==> src/verilog/ctp_regs.svh <==
// register map, field positions, reset values and timing counts of the compact timer
//------------------------------------------------------------------------------
//------------------------------------------------------------------------------
`ifndef CTP_REGS_SVH
`define CTP_REGS_SVH

//------------------------------------------------------------------------------
// byte offsets on the register bus
//------------------------------------------------------------------------------
`define CTP_OFS_CTRL0     5'h00
`define CTP_OFS_CTRL1     5'h04
`define CTP_OFS_CNT_LO    5'h08
`define CTP_OFS_CNT_HI    5'h0c
`define CTP_OFS_CMPA_LO   5'h10
`define CTP_OFS_CMPA_HI   5'h14
`define CTP_OFS_STATUS    5'h18

//------------------------------------------------------------------------------
// field positions
//------------------------------------------------------------------------------
`define CTP_C0_PAUSE      7
`define CTP_C0_CKSEL_HI   6
`define CTP_C0_CKSEL_LO   4
`define CTP_C0_ON         3
`define CTP_C0_PER_HI     2
`define CTP_C0_PER_LO     0
`define CTP_C1_MODE_HI    7
`define CTP_C1_MODE_LO    6
`define CTP_C1_ACT_HI     5
`define CTP_C1_ACT_LO     4
`define CTP_C1_INIT       3
`define CTP_C1_INV        2
`define CTP_C1_SWAP       1
`define CTP_C1_CLRSEL     0
`define CTP_ST_FLAG_A     0
`define CTP_ST_FLAG_P     1

//------------------------------------------------------------------------------
// encodings and reset values
//------------------------------------------------------------------------------
`define CTP_MODE_CMP      2'h0
`define CTP_MODE_PWM      2'h2
`define CTP_MODE_TMR      2'h3
`define CTP_ACT_NONE      2'h0
`define CTP_ACT_LOW       2'h1
`define CTP_ACT_HIGH      2'h2
`define CTP_ACT_TOG       2'h3
`define CTP_PWM_INACT     2'h0
`define CTP_PWM_ACT       2'h1
`define CTP_PWM_WAVE      2'h2
`define CTP_CK_SYS4       3'h0
`define CTP_CK_SYS        3'h1
`define CTP_CK_H16        3'h2
`define CTP_CK_H64        3'h3
`define CTP_CK_SUB0       3'h4
`define CTP_CK_SUB1       3'h5
`define CTP_CK_PIN_RISE   3'h6
`define CTP_CK_PIN_FALL   3'h7
`define CTP_RST_BYTE      8'h00
`define CTP_PER_FULL      11'h400

//------------------------------------------------------------------------------
// timing: sub clock tick derived from the system clock
//------------------------------------------------------------------------------
`define CTP_SYS_HZ        100000000
`define CTP_SUB_HZ        32768
`define CTP_SUB_DIV       (`CTP_SYS_HZ / `CTP_SUB_HZ)

`endif

==> src/verilog/ctp_pkg.sv <==
// types shared by the compact timer modules
package ctp_pkg;

  typedef struct packed {
    logic       waitreq;
    logic [7:0] rdata;
    logic [7:0] ctl0;
    logic [7:0] ctl1;
    logic [9:0] compare_a_value;
    logic [9:0] cnt;
    logic       flag_a;
    logic       flag_p;
    logic       on_prev;
    logic       cmp_lvl;
    logic       pin_out;
    logic       pin_en;
  } ctp_state_t;

  typedef struct packed {
    logic        pin_s1;
    logic        pin_s2;
    logic        pin_prev;
    logic [5:0]  pre;
    logic [11:0] sub_cnt;
  } ctp_clk_state_t;

endpackage

==> src/verilog/ctp_clk_sel.sv <==
// counter clock source selection: prescaled ticks, sub clock tick and pin edges
`include "ctp_regs.svh"

module ctp_clk_sel
  import ctp_pkg::*;
(
  input  wire logic       clk_sys_i,
  input  wire logic       reset_n_i,
  input  wire logic [2:0] clk_sel_i,
  input  wire logic       ext_clk_i,
  output logic            tick_o
);

  ctp_clk_state_t s;
  ctp_clk_state_t n;

  //----------------------------------------------------------------------------
  // prescalers and pin synchroniser
  //----------------------------------------------------------------------------
  always_comb begin
    n          = s;
    n.pin_s1   = ext_clk_i;
    n.pin_s2   = s.pin_s1;
    n.pin_prev = s.pin_s2;
    n.pre      = s.pre + 6'h01;
    if (s.sub_cnt == 12'(`CTP_SUB_DIV - 1)) begin
      n.sub_cnt = 12'h000;
    end else begin
      n.sub_cnt = s.sub_cnt + 12'h001;
    end
    case (clk_sel_i)
      `CTP_CK_SYS4:     tick_o = (s.pre[1:0] == 2'h3);
      `CTP_CK_SYS:      tick_o = 1'b1;
      `CTP_CK_H16:      tick_o = (s.pre[3:0] == 4'hf);
      `CTP_CK_H64:      tick_o = (s.pre == 6'h3f);
      `CTP_CK_SUB0,
      `CTP_CK_SUB1:     tick_o = (s.sub_cnt == 12'(`CTP_SUB_DIV - 1));
      `CTP_CK_PIN_RISE: tick_o = s.pin_s2 && !s.pin_prev;
      `CTP_CK_PIN_FALL: tick_o = !s.pin_s2 && s.pin_prev;
      default:          tick_o = 1'b0;
    endcase
  end

  always_ff @(posedge clk_sys_i or negedge reset_n_i) begin
    if (!reset_n_i) begin
      s <= '0;
    end else begin
      s <= n;
    end
  end

endmodule

==> src/verilog/ctp_timer.sv <==
// compact 10-bit timer with compare A / period P, compare, timer and PWM modes
`include "ctp_regs.svh"

module ctp_timer
  import ctp_pkg::*;
(
  input  wire logic        clk_sys_i,
  input  wire logic        reset_n_i,
  input  wire logic [4:0]  avs_address_i,
  input  wire logic        avs_read_i,
  input  wire logic        avs_write_i,
  input  wire logic [31:0] avs_writedata_i,
  input  wire logic [3:0]  avs_byteenable_i,
  output logic [31:0]      avs_readdata_o,
  output logic             avs_waitrequest_o,
  input  wire logic        ext_clk_pin_i,
  output logic             timer_output_pin_o,
  output logic             timer_output_pin_en_o
);

  ctp_state_t  s;
  ctp_state_t  n;
  logic        tick;
  logic        req;
  logic        wr_stb;
  logic [1:0]  mode;
  logic [1:0]  act;
  logic [2:0]  period_value;
  logic        init_lvl;
  logic        inv;
  logic        swap;
  logic        clrsel;
  logic        is_pwm;
  logic        on_rise;
  logic        run;
  logic [10:0] sum;
  logic [10:0] per_p;
  logic [10:0] duty;
  logic        hit_a;
  logic        hit_p;
  logic        ovf;
  logic        wrap;
  logic        set_a;
  logic        set_p;
  logic        clr_a;
  logic        clr_p;
  logic        pwm_lvl;

  //----------------------------------------------------------------------------
  // read mux
  //----------------------------------------------------------------------------
  function automatic logic [7:0] rd_byte(input ctp_state_t st, input logic [4:0] a);
    logic [7:0] d;
    d = `CTP_RST_BYTE;
    case (a)
      `CTP_OFS_CTRL0:   d = st.ctl0;
      `CTP_OFS_CTRL1:   d = st.ctl1;
      `CTP_OFS_CNT_LO:  d = st.cnt[7:0];
      `CTP_OFS_CNT_HI:  d = {6'h00, st.cnt[9:8]};
      `CTP_OFS_CMPA_LO: d = st.compare_a_value[7:0];
      `CTP_OFS_CMPA_HI: d = {6'h00, st.compare_a_value[9:8]};
      `CTP_OFS_STATUS:  d = {6'h00, st.flag_p, st.flag_a};
      default:          d = `CTP_RST_BYTE;
    endcase
    return d;
  endfunction

  //----------------------------------------------------------------------------
  // counter clock source
  //----------------------------------------------------------------------------
  ctp_clk_sel u_clk_sel (
    .clk_sys_i (clk_sys_i),
    .reset_n_i (reset_n_i),
    .clk_sel_i (s.ctl0[`CTP_C0_CKSEL_HI:`CTP_C0_CKSEL_LO]),
    .ext_clk_i (ext_clk_pin_i),
    .tick_o    (tick)
  );

  //----------------------------------------------------------------------------
  // next state
  //----------------------------------------------------------------------------
  always_comb begin
    n        = s;
    mode     = s.ctl1[`CTP_C1_MODE_HI:`CTP_C1_MODE_LO];
    act      = s.ctl1[`CTP_C1_ACT_HI:`CTP_C1_ACT_LO];
    period_value     = s.ctl0[`CTP_C0_PER_HI:`CTP_C0_PER_LO];
    init_lvl = s.ctl1[`CTP_C1_INIT];
    inv      = s.ctl1[`CTP_C1_INV];
    swap     = s.ctl1[`CTP_C1_SWAP];
    clrsel   = s.ctl1[`CTP_C1_CLRSEL];
    is_pwm   = (mode == `CTP_MODE_PWM);

    // bus slave: one wait state, access committed while waitrequest is low
    req       = avs_read_i || avs_write_i;
    n.waitreq = !(req && s.waitreq);
    if (req && s.waitreq) begin
      n.rdata = rd_byte(s, avs_address_i);
    end
    wr_stb = avs_write_i && !s.waitreq && avs_byteenable_i[0];
    clr_a  = 1'b0;
    clr_p  = 1'b0;
    if (wr_stb) begin
      case (avs_address_i)
        `CTP_OFS_CTRL0:   n.ctl0 = avs_writedata_i[7:0];
        `CTP_OFS_CTRL1:   n.ctl1 = avs_writedata_i[7:0];
        `CTP_OFS_CMPA_LO: n.compare_a_value[7:0] = avs_writedata_i[7:0];
        `CTP_OFS_CMPA_HI: n.compare_a_value[9:8] = avs_writedata_i[1:0];
        `CTP_OFS_STATUS: begin
          clr_a = avs_writedata_i[`CTP_ST_FLAG_A];
          clr_p = avs_writedata_i[`CTP_ST_FLAG_P];
        end
        default: ;
      endcase
    end

    // counter enable and comparators
    n.on_prev = s.ctl0[`CTP_C0_ON];
    on_rise   = s.ctl0[`CTP_C0_ON] && !s.on_prev;
    run       = tick && s.ctl0[`CTP_C0_ON] && !s.ctl0[`CTP_C0_PAUSE] && !on_rise;
    sum       = {1'b0, s.cnt} + 11'h001;
    ovf       = sum[10];
    if (period_value == 3'h0) begin
      per_p = `CTP_PER_FULL;
    end else begin
      per_p = {1'b0, period_value, 7'h00};
    end
    hit_a = (s.compare_a_value != 10'h000) && (sum == {1'b0, s.compare_a_value});
    hit_p = (period_value != 3'h0) && (sum == per_p);

    if (is_pwm) begin
      wrap  = swap ? (hit_a || ovf) : (hit_p || ovf);
      set_a = hit_a;
      set_p = hit_p;
      duty  = swap ? per_p : {1'b0, s.compare_a_value};
    end else if (clrsel) begin
      wrap  = hit_a || ovf;
      set_a = hit_a;
      set_p = 1'b0;
      duty  = per_p;
    end else begin
      wrap  = hit_p || ovf;
      set_a = hit_a;
      set_p = hit_p;
      duty  = per_p;
    end
    set_a = set_a && run;
    set_p = set_p && run;

    if (on_rise) begin
      n.cnt = 10'h000;
    end else if (run) begin
      n.cnt = wrap ? 10'h000 : sum[9:0];
    end

    // flags: a hardware set wins over a software clear in the same cycle
    n.flag_a = (s.flag_a && !clr_a) || set_a;
    n.flag_p = (s.flag_p && !clr_p) || set_p;

    // compare mode pin level
    if (on_rise) begin
      n.cmp_lvl = init_lvl;
    end else if (set_a) begin
      case (act)
        `CTP_ACT_LOW:  n.cmp_lvl = 1'b0;
        `CTP_ACT_HIGH: n.cmp_lvl = 1'b1;
        `CTP_ACT_TOG:  n.cmp_lvl = !s.cmp_lvl;
        default:       n.cmp_lvl = s.cmp_lvl;
      endcase
    end

    // PWM level: active from clear until the count reaches the duty value
    case (act)
      `CTP_PWM_INACT: pwm_lvl = !init_lvl;
      `CTP_PWM_ACT:   pwm_lvl = init_lvl;
      `CTP_PWM_WAVE:  pwm_lvl = ({1'b0, n.cnt} < duty) ? init_lvl : !init_lvl;
      default:        pwm_lvl = !init_lvl;
    endcase

    n.pin_out = (is_pwm ? pwm_lvl : n.cmp_lvl) ^ inv;
    n.pin_en  = (mode == `CTP_MODE_CMP) || is_pwm;
  end

  always_ff @(posedge clk_sys_i or negedge reset_n_i) begin
    if (!reset_n_i) begin
      s         <= '0;
      s.waitreq <= 1'b1;
    end else begin
      s <= n;
    end
  end

  assign avs_readdata_o        = {24'h000000, s.rdata};
  assign avs_waitrequest_o     = s.waitreq;
  assign timer_output_pin_o    = s.pin_out;
  assign timer_output_pin_en_o = s.pin_en;
endmodule
==> config.mk <==
export PLATFORM = sky130hd
export DESIGN_NAME = ctp_timer
export DESIGN_NICKNAME = d
export VERILOG_FILES = /design/src/verilog/ctp_pkg.sv /design/src/verilog/ctp_clk_sel.sv /design/src/verilog/ctp_timer.sv
export VERILOG_INCLUDE_DIRS = /design/src /design/src/verilog
export SDC_FILE = /design/constraint.sdc
export NUM_CORES = 1
export LEC_CHECK = 0
export BUFFER_PORTS_ARGS = -buffer_cell sky130_fd_sc_hd__clkbuf_2
export CAP_MARGIN = 20
export CORE_AREA = 4 4 77 115
export DETAILED_ROUTE_END_ITERATION = 7
export DIE_AREA = 0 0 81 119
export HOLD_SLACK_MARGIN = 0.02
export PLACE_DENSITY_LB_ADDON = 0.2
export SYNTH_ARGS = -nofsm -noshare
export SYNTH_HDL_FRONTEND = slang
export SYNTH_SLANG_ARGS = --single-unit
==> constraint.sdc <==
create_clock -name clk_sys_i -period 7.3 [get_ports clk_sys_i]
set_input_delay 0.365 -clock clk_sys_i [delete_from_list [all_inputs] [get_ports clk_sys_i]]
set_output_delay 0.365 -clock clk_sys_i [all_outputs]
set_load 0.02 [all_outputs]
==> metrics <==
status=finished, final reports clean; power per cell area=202 nW/µm²; I/O Pins=81; Setup TNS=0 ns; hold crit path type=primary input to async pin; asr flop ratio synth=100%; n_diodes=0; number of enable flip-flop cells after synthesis=0; Rel. slew slack=39.4%; Synth Instances=511; cell taking the most area after synthesis=dfrtp_1; ys flop type=dfrtp_1; synth cell count leaders=dfrtp_1, nand2_1, buf_4, nor2_1; count leader, synth=dfrtp_1; CP max-delay cell=dfrtp_1; die area=9640 µm²; Num CTS Buffers=9; Setup crit start kind=register; Slew Limit Fails=0; via/cell ratio=6.10; CTS tree=done; placed standard-cell area=4830 µm²; crit path kind=register to register; Min Hold Slack=0.135 ns; GPL Wtd Cong=0.953; H-tree levels=3; Worst path max stage delay=0.65 ns; Area Growth Syn to Fin=6.46%; CP Max Fanout=9; Remaining DRCs=0; register area share after synthesis=37.4%; maxcap violations=0; initial antenna violation count=0; Synth area leaders=dfrtp_1, mux2_2, buf_4; Clock Tree Buf Depth=2; final setup skew=0.00798 ns; root buffer cell=clkbuf_16; CTS sink count=72; Final nets=582; initial drt markers=264; Reg-to-Reg Start=s[6]$_DFF_PN0_; cts hold-fix bufs=0; antenna-violating nets left=0; worst path bufs/invs=0; synthesized cell area=4820 µm²; Core ar.=7910 µm²; final period utilization=75.1%; min cycle time layout=5.48 ns; P_sw=289 µW; final instance area=5130 µm²; buffers added on ports=29; CP endpoint kind=register; RSZ-0062 raised after global routing=no; Yosys Warn Count=0; grt total ovfl=0; CP Cell Sequence=ha_1 -> nand4_2 -> nor4_2 -> nor4_1 -> o2111a_1 -> a32o_2 -> nor2_1 -> o21ai_0 -> a21oi_1 -> ha_1 -> nand3_1 -> a211oi_1 -> a221o_1 -> a21oi_1 -> mux2_4 -> a221oi_2 -> xnor2_1; Leakage=0.00232 µW; Worst Tran Pin Value=0.909 ns; share of cells above drive strength 1=18.7%; Int Pwr=745 µW; Resize count post-CTS=0; Setup Buffers After CTS=0; Final Setup Violations=0; # rows=40; drt pass-1 iters=4; register area=1800 µm²; Max IR drop VDD=0.182 mV; Global Route Usage Sum=26.7%; first-pass GRT wire length=19700 µm; synthesized area per cell=9.43 µm²; Die W=81 µm; delay-heaviest family, CP=compound AO/OA/AOI/OAI gates; fillcell total=666; dpl hpwl=8970 µm; top-area cell type share of the netlist area=36.9%; sequential power share=43.0%; Reg clk slew, reported paths=0.06 ns; area used by multi-input combinational logic=2660 µm²; final hold vios=0; count of state elements after synthesis=72; switch share=28.0%; power share of the clock group=43.2%; Max Fclk=182 MHz; Critical Path AT=5.73 ns; DIE HEIGHT=119 µm; Req. time, crit path=7.54 ns; Clk Latency, worst-skew pair=0.34 ns; critical path launch point=s[6]$_DFF_PN0_; initial core utilization=61.0%; Comb power frac=13.8%; Cell variety after synth=66; Vias=3844; largest net degree at the start of global routing=73; WL final=12100 µm; vias in the first global route=3969; DR WL/cell=19.1 µm
-- final cells by class --
| class | instances | area share, % |
|---|---|---|
| Multi-Input combinational cell | 389 | 51.9 |
| Clock buffer | 9 | 4.39 |
| Timing Repair Buffer | 32 | 3.32 |
| Tap cell | 105 | 2.56 |
| Sequential cell | 72 | 35.1 |
| Clock inverter | 7 | 1.54 |
| Inverter | 16 | 1.17 |
-- registers in the layout (all words and copies together), names as in the netlist --
register               cells
act                        2
avs_readdata_o             8
avs_waitrequest_o          1
clrsel                     1
init_lvl                   1
inv                        1
mode                       2
n                          1
period_value               3
s                         29
timer_output_pin_en_o      1
timer_output_pin_o         1
u_clk_sel.n                2
u_clk_sel.s               19
-- power by group through the flow --
stage | sequential [µW] | clock (µW) | combinational [µW]
after floorplan | 445 | 0 | 113
after global placement | 451 | 0 | 138
after detailed placement | 452 | 0 | 141
after CTS | 444 | 452 | 142
after global routing | 448 | 471 | 156
final | 445 | 447 | 143
-- layer usage --
| layer | up-vias | part of all wire, % | global-route usage, % |
|---|---|---|---|
| li1 | 1796 | - | - |
| met1 | 1890 | 37 | 29.3 |
| met2 | 115 | 54 | 45.7 |
| met3 | 43 | 4.6 | 5.45 |
| met4 | 0 | 4.7 | 16.8 |
| met5 | - | 0 | 0 |
-- worst paths after layout --
kind	end	slack (ns)	cells after the start
worst max-delay path	timer_output_pin_o$_DFF_PN0_	1.82	17
worst min-delay path	s[10]$_DFF_PN0_	0.14	1
worst min register to register	u_clk_sel.n[18]$_DFF_PN0_	0.35	0
min in group clk_sys_i	u_clk_sel.n[19]$_DFF_PN0_	0.14	1
max in group asynchronous	u_clk_sel.s[1]$_DFF_PN0_	6.55	1
worst max register to register	timer_output_pin_o$_DFF_PN0_	1.82	17
-- cells by family after synthesis --
logic type	synth area share, %
simple gates	20.8
compound gates	14.0
buf+inv	9.14
flops	37.4
mux	9.03
xor+xnor	5.45
fa+ha+maj	4.15
other cells	0.0778
-- through the flow --
step,cells,power [µW],util [%],setup slack [ns]
3_5_place_dp,614,593,61.1,2.01
6_report,630,1030,64.9,1.82
4_1_cts,630,1040,64.9,1.98
3_3_place_gp,614,589,61.1,2.01
2_1_floorplan,534,558,-,3.00
5_1_grt,630,1080,64.9,1.56
-- placed cells by master (no fill, tap or decap), types with 3 or more instances in the layout --
master     instances
a21o_1             3
xor2_1            13
o21ai_0           28
inv_6              3
clkbuf_2          28
nor3_1            12
nor2b_1            7
dfrtp_1           71
nand3b_1           4
buf_4              4
conb_1            24
nand4_1            8
a21oi_1           14
a221oi_1           4
o31ai_1            4
mux2_2            28
or4_4              3
or4_1              3
and3_1             5
ha_1              16
o21a_1             5
and2_1             6
nand2b_1           5
nor2_1            35
a22oi_1           10
nand3_1           15
xnor2_1           17
mux2i_1            9
a31oi_1            7
or2_2              3
or3_1              3
clkbuf_16          9
inv_1             16
nand2_1           55
nor4_1             6
No activity file was read; power rests on OpenSTA's default activity.
